File: config.mk
export PLATFORM = sky130hd
export DESIGN_NAME = capture_timer
export DESIGN_NICKNAME = d
export VERILOG_FILES = /design/src/include/capture_timer_pkg.sv /design/src/verilog/capture_timer.sv
export SDC_FILE = /design/constraint.sdc
export NUM_CORES = 1
export LEC_CHECK = 0
export ABC_AREA = 1
export BUFFER_PORTS_ARGS = -buffer_cell sky130_fd_sc_hd__buf_4
export CAP_MARGIN = 20
export CORE_ASPECT_RATIO = 1.5
export CORE_MARGIN = 2
export CORE_UTILIZATION = 30
export DETAILED_ROUTE_END_ITERATION = 8
export GPL_TIMING_DRIVEN = 0
export PLACE_DENSITY = 0.55
export SLEW_MARGIN = 20
export SYNTH_ARGS = -nofsm -noshare
export SYNTH_HDL_FRONTEND = slang
export SYNTH_SLANG_ARGS = --single-unit
File: constraint.sdc
create_clock -name sys_clk -period 2.3 [get_ports sys_clk]
set_input_delay 0.69 -clock sys_clk [delete_from_list [all_inputs] [get_ports sys_clk]]
set_output_delay 0.69 -clock sys_clk [all_outputs]
set_load 0.005 [all_outputs]
File: src/include/capture_timer_pkg.sv
// Package of offsets, fields and constants for the 16-bit capture timer
package capture_timer_pkg;
	// Register indices; the bus byte address is four times the index
	localparam logic [7:0] IDX_MODE = 8'ha0;
	localparam logic [7:0] IDX_CNT_LO = 8'ha1;
	localparam logic [7:0] IDX_CNT_HI = 8'ha2;
	localparam logic [7:0] IDX_EVT_LO = 8'ha3;
	localparam logic [7:0] IDX_EVT_HI = 8'ha4;
	localparam logic [7:0] IDX_EVT_CTRL = 8'ha5;
	localparam logic [7:0] IDX_IRQ_CTRL = 8'ha6;
	localparam int ADDR_W = 12;
	localparam logic [7:0] MODE_RESET = 8'h00;
	localparam int BIT_RUN = 7;
	localparam int BIT_RATE_HI = 6;
	localparam int BIT_RATE_LO = 4;
	localparam int BIT_SRC = 3;
	localparam int BIT_START = 2;
	localparam int BIT_CMODE_HI = 1;
	localparam int BIT_CMODE_LO = 0;
	localparam int BIT_EVT_EN = 7;
	localparam int BIT_IRQ_FLAG = 0;
	localparam int BIT_IRQ_EN = 1;
	localparam logic [15:0] COUNT_MAX = 16'hffff;
	localparam logic [11:0] EVT_MAX = 12'hfff;
	localparam int PRESCALE_W = 7;
	localparam logic [1:0] RESP_OKAY = 2'h0;
	localparam logic [1:0] RESP_SLVERR = 2'h2;
	typedef enum logic [1:0] {
		CAP_OFF,
		CAP_HIGH,
		CAP_LOW,
		CAP_CYCLE
	} cap_mode_type;
	typedef enum {
		CAP_IDLE,
		CAP_ARM,
		CAP_COUNT
	} cap_state_type;
endpackage : capture_timer_pkg

File: src/verilog/capture_timer.sv
// 16-bit up timer with prescaler, byte latches, capture and event counter
// Functional notes
// Counter holds when disabled, advances when enabled
// Increment per tick; wrap sets sticky overflow flag
// No reload; continues from zero after overflow
// Overflow with irq enable raises interrupt request
// Counts in low-power modes; overflow issues wake-up
// Rate field selects divide 128 down to 1
// Capture mode: off, high, low, cycle
// Source select: external pin or comparator
// High byte write buffered; low write loads both
// Low byte read snapshots high half
// Software writes high first, reads low first
// Software preloads 65536 minus interval ticks
// Software configures mode before enabling timer
// Capture needs enable set and start bit
// Wait edge, count, stop, clear start, flag
// Counter cleared when capture run starts
// High mode: rise starts, fall stops
// Low mode: fall starts, rise stops
// Cycle mode: rise starts, next rise stops
// Event counter overflow ends accumulated period
// Event counter advances on source rising edges
// Event enable only set while capture enabled
// Capture input passes two-flop synchroniser
`timescale 1ns/1ps
module capture_timer
	import capture_timer_pkg::*;
(
	input wire logic sys_clk,
	input wire logic nrst,
	input wire logic externalCapturePin,
	input wire logic comparatorOut,
	output logic overflowIrq,
	output logic wakeUp,
	input wire logic [ADDR_W-1:0] s_axi_awaddr,
	input wire logic s_axi_awvalid,
	output logic s_axi_awready,
	input wire logic [31:0] s_axi_wdata,
	input wire logic [3:0] s_axi_wstrb,
	input wire logic s_axi_wvalid,
	output logic s_axi_wready,
	output logic [1:0] s_axi_bresp,
	output logic s_axi_bvalid,
	input wire logic s_axi_bready,
	input wire logic [ADDR_W-1:0] s_axi_araddr,
	input wire logic s_axi_arvalid,
	output logic s_axi_arready,
	output logic [31:0] s_axi_rdata,
	output logic [1:0] s_axi_rresp,
	output logic s_axi_rvalid,
	input wire logic s_axi_rready
);

	function automatic logic [7:0] regIndex(input logic [ADDR_W-1:0] a);
		regIndex = a[9:2];
	endfunction : regIndex

	function automatic logic mapped(input logic [ADDR_W-1:0] a);
		mapped = (a[1:0] == 2'h0) && (a[ADDR_W-1:10] == '0) && (regIndex(a) >= IDX_MODE)
			&& (regIndex(a) <= IDX_IRQ_CTRL);
	endfunction : mapped

	logic [7:0] mode;
	logic [15:0] count;
	logic [7:0] highBuf;
	logic [7:0] highSnap;
	logic [11:0] evtCount;
	logic [3:0] evtHighBuf;
	logic [3:0] evtHighSnap;
	logic evtEnable, overflowFlag, irqEnable;
	logic [PRESCALE_W-1:0] prescale;
	logic [2:0] syncCap;
	cap_state_type capState;
	logic awHeld, wHeld;
	logic [ADDR_W-1:0] awAddr;
	logic [31:0] wData;
	logic [3:0] wStrb;
	logic writeFire, writeOk, readFire, wByte, tick;
	logic [7:0] wIdx;
	logic [7:0] rIdx;
	logic capSrc, riseEdge, fallEdge, startEdge, stopEdge;
	logic capMode, countStep, wrap, evtDone, capDone, startWrite;

	////////////////////////////////////////////////////////////////////////////////
	// AXI4-Lite write channel
	assign s_axi_awready = !awHeld && !s_axi_bvalid;
	assign s_axi_wready = !wHeld && !s_axi_bvalid;
	assign writeFire = awHeld && wHeld && !s_axi_bvalid;
	assign wIdx = regIndex(awAddr);
	assign writeOk = writeFire && mapped(awAddr);
	assign wByte = wStrb[0];

	always_ff @(posedge sys_clk) begin
		if (!nrst) begin
			awHeld <= 1'b0;
			wHeld <= 1'b0;
			awAddr <= '0;
			wData <= '0;
			wStrb <= '0;
		end else begin
			if (s_axi_awvalid && s_axi_awready) begin
				awHeld <= 1'b1;
				awAddr <= s_axi_awaddr;
			end else if (writeFire) begin
				awHeld <= 1'b0;
			end
			if (s_axi_wvalid && s_axi_wready) begin
				wHeld <= 1'b1;
				wData <= s_axi_wdata;
				wStrb <= s_axi_wstrb;
			end else if (writeFire) begin
				wHeld <= 1'b0;
			end
		end
	end

	always_ff @(posedge sys_clk) begin
		if (!nrst) begin
			s_axi_bvalid <= 1'b0;
			s_axi_bresp <= RESP_OKAY;
		end else if (writeFire) begin
			s_axi_bvalid <= 1'b1;
			s_axi_bresp <= mapped(awAddr) ? RESP_OKAY : RESP_SLVERR;
		end else if (s_axi_bready) begin
			s_axi_bvalid <= 1'b0;
		end
	end

	////////////////////////////////////////////////////////////////////////////////
	// AXI4-Lite read channel
	assign s_axi_arready = !s_axi_rvalid;
	assign readFire = s_axi_arvalid && s_axi_arready;
	assign rIdx = regIndex(s_axi_araddr);

	always_ff @(posedge sys_clk) begin
		if (!nrst) begin
			s_axi_rvalid <= 1'b0;
			s_axi_rdata <= '0;
			s_axi_rresp <= RESP_OKAY;
		end else if (readFire) begin
			s_axi_rvalid <= 1'b1;
			s_axi_rresp <= mapped(s_axi_araddr) ? RESP_OKAY : RESP_SLVERR;
			s_axi_rdata <= '0;
			if (mapped(s_axi_araddr)) begin
				case (rIdx)
					IDX_MODE: s_axi_rdata[7:0] <= mode;
					IDX_CNT_LO: s_axi_rdata[7:0] <= count[7:0];
					IDX_CNT_HI: s_axi_rdata[7:0] <= highSnap;
					IDX_EVT_LO: s_axi_rdata[7:0] <= evtCount[7:0];
					IDX_EVT_HI: s_axi_rdata[3:0] <= evtHighSnap;
					IDX_EVT_CTRL: s_axi_rdata[BIT_EVT_EN] <= evtEnable;
					IDX_IRQ_CTRL: s_axi_rdata[1:0] <= {irqEnable, overflowFlag};
					default: s_axi_rdata <= '0;
				endcase
			end
		end else if (s_axi_rready) begin
			s_axi_rvalid <= 1'b0;
		end
	end

	// Low byte read latches upper halves for a later high read
	always_ff @(posedge sys_clk) begin
		if (!nrst) begin
			highSnap <= '0;
			evtHighSnap <= '0;
		end else if (readFire && mapped(s_axi_araddr)) begin
			if (rIdx == IDX_CNT_LO) begin
				highSnap <= count[15:8];
			end
			if (rIdx == IDX_EVT_LO) begin
				evtHighSnap <= evtCount[11:8];
			end
		end
	end

	////////////////////////////////////////////////////////////////////////////////
	// Prescaler and capture input
	always_ff @(posedge sys_clk) begin
		if (!nrst) begin
			prescale <= '0;
		end else if (mode[BIT_RUN]) begin
			prescale <= prescale + PRESCALE_W'(1);
		end else begin
			prescale <= '0;
		end
	end

	always_comb begin
		case (mode[BIT_RATE_HI:BIT_RATE_LO])
			3'h0: tick = &prescale[6:0];
			3'h1: tick = &prescale[5:0];
			3'h2: tick = &prescale[4:0];
			3'h3: tick = &prescale[3:0];
			3'h4: tick = &prescale[2:0];
			3'h5: tick = &prescale[1:0];
			3'h6: tick = prescale[0];
			default: tick = 1'b1;
		endcase
	end

	assign capSrc = mode[BIT_SRC] ? comparatorOut : externalCapturePin;
	always_ff @(posedge sys_clk) begin
		if (!nrst) begin
			syncCap <= '0;
		end else begin
			syncCap <= {syncCap[1:0], capSrc};
		end
	end
	assign riseEdge = syncCap[1] && !syncCap[2];
	assign fallEdge = !syncCap[1] && syncCap[2];
	assign capMode = mode[BIT_CMODE_HI:BIT_CMODE_LO] != CAP_OFF;

	always_comb begin
		case (cap_mode_type'(mode[BIT_CMODE_HI:BIT_CMODE_LO]))
			CAP_HIGH: begin
				startEdge = riseEdge;
				stopEdge = fallEdge;
			end
			CAP_LOW: begin
				startEdge = fallEdge;
				stopEdge = riseEdge;
			end
			CAP_CYCLE: begin
				startEdge = riseEdge;
				stopEdge = riseEdge;
			end
			default: begin
				startEdge = 1'b0;
				stopEdge = 1'b0;
			end
		endcase
	end

	////////////////////////////////////////////////////////////////////////////////
	// Capture sequencer
	assign startWrite = writeOk && wByte && wIdx == IDX_MODE && wData[BIT_START]
		&& !mode[BIT_START];
	assign evtDone = evtEnable && capState == CAP_COUNT && riseEdge && evtCount == EVT_MAX;
	assign capDone = capState == CAP_COUNT && (evtEnable ? evtDone : stopEdge);
	always_ff @(posedge sys_clk) begin
		if (!nrst) begin
			capState <= CAP_IDLE;
		end else begin
			case (capState)
				CAP_IDLE: if (startWrite && capMode && mode[BIT_RUN]) capState <= CAP_ARM;
				CAP_ARM: if (!mode[BIT_START] || !mode[BIT_RUN]) capState <= CAP_IDLE;
					else if (startEdge) capState <= CAP_COUNT;
				CAP_COUNT: if (capDone || !mode[BIT_START] || !mode[BIT_RUN]) capState <= CAP_IDLE;
				default: capState <= CAP_IDLE;
			endcase
		end
	end

	// Counting gate: free running in basic mode, windowed in capture mode
	assign countStep = mode[BIT_RUN] && tick && (!capMode || capState == CAP_COUNT);
	assign wrap = countStep && count == COUNT_MAX;

	////////////////////////////////////////////////////////////////////////////////
	// Registers
	always_ff @(posedge sys_clk) begin
		if (!nrst) begin
			mode <= MODE_RESET;
		end else if (writeOk && wByte && wIdx == IDX_MODE) begin
			mode <= wData[7:0];
		end else if (capDone) begin
			mode[BIT_START] <= 1'b0;
		end
	end

	// High byte writes must not stall a running count
	always_ff @(posedge sys_clk) begin
		if (!nrst) begin
			highBuf <= '0;
			count <= '0;
		end else begin
			if (writeOk && wByte && wIdx == IDX_CNT_HI) begin
				highBuf <= wData[7:0];
			end
			if (startWrite && capMode) begin
				count <= '0;
			end else if (writeOk && wByte && wIdx == IDX_CNT_LO) begin
				count <= {highBuf, wData[7:0]};
			end else if (countStep) begin
				count <= count + 16'h0001;
			end
		end
	end
	always_ff @(posedge sys_clk) begin
		if (!nrst) begin
			evtHighBuf <= '0;
			evtCount <= '0;
		end else begin
			if (writeOk && wByte && wIdx == IDX_EVT_HI) begin
				evtHighBuf <= wData[3:0];
			end
			if (writeOk && wByte && wIdx == IDX_EVT_LO) begin
				evtCount <= {evtHighBuf, wData[7:0]};
			end else if (evtEnable && capState == CAP_COUNT && riseEdge) begin
				evtCount <= evtCount + 12'h001;
			end
		end
	end

	always_ff @(posedge sys_clk) begin
		if (!nrst) begin
			evtEnable <= 1'b0;
		end else if (writeOk && wByte && wIdx == IDX_EVT_CTRL) begin
			evtEnable <= wData[BIT_EVT_EN] && capMode;
		end
	end

	// Hardware set beats a same-cycle software clear
	always_ff @(posedge sys_clk) begin
		if (!nrst) begin
			overflowFlag <= 1'b0;
			irqEnable <= 1'b0;
		end else begin
			if (wrap || capDone) begin
				overflowFlag <= 1'b1;
			end else if (writeOk && wByte && wIdx == IDX_IRQ_CTRL) begin
				overflowFlag <= wData[BIT_IRQ_FLAG];
			end
			if (writeOk && wByte && wIdx == IDX_IRQ_CTRL) begin
				irqEnable <= wData[BIT_IRQ_EN];
			end
		end
	end

	always_ff @(posedge sys_clk) begin
		if (!nrst) begin
			wakeUp <= 1'b0;
		end else begin
			wakeUp <= wrap || capDone;
		end
	end
	assign overflowIrq = overflowFlag && irqEnable;

endmodule : capture_timer

* Word-level counts from Yosys, hierarchy flattened
Cells that the tools add are included.
Operators by class: muxes and demuxes 32, multiply operators 0, equality and inequality tests 31, reduce and logical (&&, ||, !) cells 80, magnitude comparators 4, $add $sub $neg 3, divide/modulo/power cells 0, shifts and indexed selects 0, bitwise gates (word level) 1
Operators by type and width (count):
- 2-to-1 mux 32 bit | 4
- equality test 8 bit (second input constant) | 14
- one-hot mux 32 bit (3 select lines) | 1
- logical AND 1 bit | 38
- equality test 32 x 1 -> 1 bit (second input constant) | 1
- equality test 32 x 2 -> 1 bit (second input constant) | 1
- equality test 32 x 3 -> 1 bit (second input constant) | 1
- zero test 32 bit | 1
- 2-to-1 mux 16 bit | 2
- 2-to-1 mux 12 bit | 2
- nonzero test 2 bit | 9
- adder 16 x 1 -> 16 bit (second input constant) | 1
- equality test 16 bit (second input constant) | 1
- >= comparator 8 bit (second input constant) | 2
- less-or-equal comparator 8 bit (second input constant) | 2
- 2-to-1 mux 1 bit | 13
- adder 12 x 1 -> 12 bit (second input constant) | 1
- equality test 12 bit (second input constant) | 1
- one-hot mux 2 bit (6 select lines) | 1
- one-hot mux 3 bit (4 select lines) | 1
- one-hot mux 2 bit (5 select lines) | 1
- equality test 3 bit (second input constant) | 3
- zero test 1 bit | 9
- zero test 2 bit | 4
- 22 further kinds | 37
Word-level totals: memory bits (read-only) 0, word-level logic and storage cells 176, bits in latches 0, memories 0, memory bits (writable) 0, output and inout bits 43, input port bits 69, register bits 167

* Logic depth before layout (Yosys ltp)
depth after elaboration 13, mapped depth 15, depth with buffers taken out 14

* Worst setup path after synthesis
No wires, ideal clock.
kind input -> register, start point input s_axi_araddr[8], end point register s_axi_rdata[6], library setup time 0.070 ns, stages 8, arrival 1.770 ns, setup slack 0.460 ns, required time 2.230 ns, path buffers 1, path through inv_1 > nand3_1 > nor2_1 > clkbuf_1 > nand3_1 > o211ai_1 > o21ai_0 > a21oi_1
On the way: word-level cells in the longest chain between the ends 4, elaborated cells on any way between the ends 10, those cells by class order compare: 2; eq/ne: 4; mux: 2; reduce/logical: 2
RTL lines:
- from (decl) | RTL line capture_timer.sv:46 | input wire logic [ADDR_W-1:0] s_axi_araddr,
- >= comparator 8 bit | RTL line capture_timer.sv:60 | mapped = (a[1:0] == 2'h0) && (a[ADDR_W-1:10] == '0) && (regIndex(a) >= IDX_MODE)
- logical AND 1 bit | RTL line capture_timer.sv:60
- logical AND 1 bit | RTL line capture_timer.sv:61 | && (regIndex(a) <= IDX_IRQ_CTRL);
- 2-to-1 mux 8 bit (*) | RTL line capture_timer.sv:145 | if (mapped(s_axi_araddr)) begin
- to (signal assigned) | RTL line capture_timer.sv:147 | IDX_MODE: s_axi_rdata[7:0] <= mode;
- to (signal assigned) | RTL line capture_timer.sv:148 | IDX_CNT_LO: s_axi_rdata[7:0] <= count[7:0];
- to (signal assigned) | RTL line capture_timer.sv:149 | IDX_CNT_HI: s_axi_rdata[7:0] <= highSnap;
- to (decl) | RTL line capture_timer.sv:49 | output logic [31:0] s_axi_rdata,
Every way passes the cells marked *; elsewhere a longest branch is shown, timed or not. A chain may end at the register's enable or synchronous reset.

* Worst setup path after layout
start point register awHeld, end point register evtCount[7]
On the way: word-level cells in the longest chain between the ends 6, elaborated cells on any way between the ends 7, those cells by class mux: 1; reduce/logical: 6
RTL lines:
- from (decl) | RTL line capture_timer.sv:75 | logic awHeld, wHeld;
- from (signal assigned) | RTL line capture_timer.sv:96 | awHeld <= 1'b0;
- from (signal assigned) | RTL line capture_timer.sv:103 | awHeld <= 1'b1;
- from (signal assigned) | RTL line capture_timer.sv:106 | awHeld <= 1'b0;
- logical AND 1 bit (*) (2 in series) | RTL line capture_timer.sv:89 | assign writeFire = awHeld && wHeld && !s_axi_bvalid;
- logical AND 1 bit (*) | RTL line capture_timer.sv:91 | assign writeOk = writeFire && mapped(awAddr);
- logical AND 1 bit (*) (2 in series) | RTL line capture_timer.sv:297 | if (writeOk && wByte && wIdx == IDX_EVT_LO) begin
- 2-to-1 mux 12 bit or nonzero test 2 bit (tied branches)
- to (signal assigned) | RTL line capture_timer.sv:298 | evtCount <= {evtHighBuf, wData[7:0]};
- to (signal assigned) | RTL line capture_timer.sv:300 | evtCount <= evtCount + 12'h001;
- to (decl) | RTL line capture_timer.sv:68 | logic [11:0] evtCount;
Marked as above.

==> reports/qor.txt <==
final cycle utilization of the critical path: 0.924
clk sink count: 111
CP Data Arrival Time: 2370 ps
largest net degree at the start of global routing: 19
Syn Area/Cell: 6.91 um2
Final HPWL DP: 13700 um
drt via density: 4.68
residual DRC count: 0
Finish-stage setup viols: 0
final hold violation count: 0
root buf cell: clkbuf_16
YS warnings: 0
min-delay worst type: register to register
total power divided by cell area: 607 nW/um2
EDFF count, synth: 0
post-synth cell types: 40
cell area after synthesis: 5710 um2
startpoint types: register
core area: 18600 um2
critical path type: register to register
Pre-antenna DRT Iters: 5
Routed Antenna Nets: 0
# diodes: 0
CP max FO: 10
VDD IR max: 0.330 mV
r2r setup slk: 180 ps
GR Util All Layers: 0.174
Max Cap Violations: 0
DR vias: 5503
Leak Pwr: 2.94 nW
Max Clock Freq: 0.471 GHz
routed len/inst: 14.9 um
GPL Wtd Cong: 0.870
Nets: 994
CTS tree: done
CTS clk-pin slew, worst paths: 80 ps
final core utilization: 0.372
total grt overflow: 0
layout cells sized above 1: 0.144
Chip Width: 117 um
clock latency on the worst-skew pair: 350 ps
initial antenna violation count: 0
status: finished clean
vias in the first global route: 5267
most frequent cells in the layout: nand2_1 (125), dfxtp_1 (110), inv_1 (104)
#FFs+latches synth: 111
Cells after Synth: 826
Max clock buf depth: 2
Post-Route WL: 17500 um
ys flop type: dfxtp_1
Worst Tran Pin Value: 712 ps
beginning of the critical path: awHeld
Final Skew: 8.31 ps
Critical Path End Type: register
first-pass GRT wire length: 27100 um
Cell Count, Final, Fillers Out: 1177
FP Rows: 61
WP data required: 2540 ps
num ports: 112
fin. max-slew vios: 0
H-tree lvl count: 3
Initial Util: 0.306
reg2reg start: awHeld
post-CTS setup repair buffer count: 0
CTS Buf Count: 9
Area Overhead vs Synth: 21.5%
Port Buffers: 58
Die Y-Extent: 173 um
DP Cell Count: 1161
Async S/R FF share, synth: 0
First DRT Iteration DRCs: 275
register area share after synthesis: 0.389
most common cell after layout, fill and taps aside: nand2_1
Worst slew margin: 0.522
hold path start: syncCap[0]
full die area: 20200 um2
time the worst path needs with I/O delays and setup: 2120 ps
## registers in the layout, summed over array words and instances (netlist names), 2 cells and up
register,flops
prescale,7
capState,2
count,16
evtHighBuf,4
evtCount,12
awAddr,12
evtHighSnap,4
highBuf,8
wData,8
syncCap,3
mode,8
highSnap,8
s_axi_rdata,8
## through the flow
step / TNS, ps / hold WS [ps] / total power, mW / setup WS, ps / instance area (um2)
after floorplan: 0 / 390 / 2.23 / 460 / 5800
final: 0 / 427 / 4.21 / 176 / 6940
after CTS: 0 / 431 / 4.23 / 18.8 / 6910
after global placement: -1200 / 406 / 2.39 / -135 / 6550
after global routing: -9.53 / 451 / 4.34 / -8.80 / 6940
after detailed placement: -1630 / 404 / 2.39 / -179 / 6550
## final cells by class
type                       instances  area [um2]
multi-input combinational        583        2880
inverter                         108         408
timing repair buffer              58         435
tap                              252         315
clock inverter                     6         115
sequential                       111        2220
fill                            2047       11700
buffer                            49         322
clock buffer                      10         239
## power breakdown
group	leakage, nW	switching [mW]	internal [mW]
Clock	0.169	0.764	1.10
Combinational	1.87	0.191	0.137
Sequential	0.901	0.0502	1.96
Total	2.94	1.00	3.20
## cell usage after synthesis, types with 2 or more instances
library cell,n,area [um2]
nand2_1,125,469
dfxtp_1,111,2220
inv_1,105,394
nor2_1,100,375
nand3_1,92,460
o21ai_0,79,395
a21oi_1,70,350
buf_4,27,203
xor2_1,20,175
nor3_1,15,75.1
clkbuf_1,14,52.6
nand4_1,10,62.6
ha_1,5,62.6
o211ai_1,5,37.5
o22ai_1,5,31.3
buf_2,4,20.0
buf_6,4,45.0
nand2_2,4,25.0
nor2_2,3,18.8
xnor2_1,3,26.3
a31oi_1,2,12.5
inv_2,2,7.51
nand3_2,2,20.0
nor2_4,2,22.5
o21ai_1,2,10.0
## metal layers
layer,track usage,vias to the layer above,part of all wire
li1,-,2836,-
met1,0.191,2488,0.39
met2,0.334,156,0.54
met3,0.0179,23,0.044
met4,0.0608,0,0.022
met5,0,-,0
## kinds of logic after synthesis
logic type | share of synthesized area
simple gates | 0.281
compound gates | 0.155
buf+inv | 0.127
flops | 0.389
xor+xnor | 0.0353
fa+ha+maj | 0.0110
other cells | 0.000657
## worst max-delay path, cell delays in order, from the launching register on
cell and delay (ps):
dfxtp_1 360, nand2_1 60, nor2_1 230, nand3_1 150, nor2_2 190, nand2_1 120
nor2_4 160, nand3_2 180, buf_2 250, o21ai_0 250, a21oi_1 70
## final timing paths
path                               endpoint  cells past startpoint
worst max-delay path            evtCount[7]                     10
worst min-delay path             syncCap[1]                      2
worst max register to register  evtCount[7]                     10
worst min register to register   syncCap[1]                      2
## repair_timing
item | CTS | global route
resized for setup | 1 | 10
cloned | 0 | 0
endpoints found under the setup margin | 1 | 21
hold buffers | 0 | 0
Note: power is estimated with default switching activity, not from simulation.
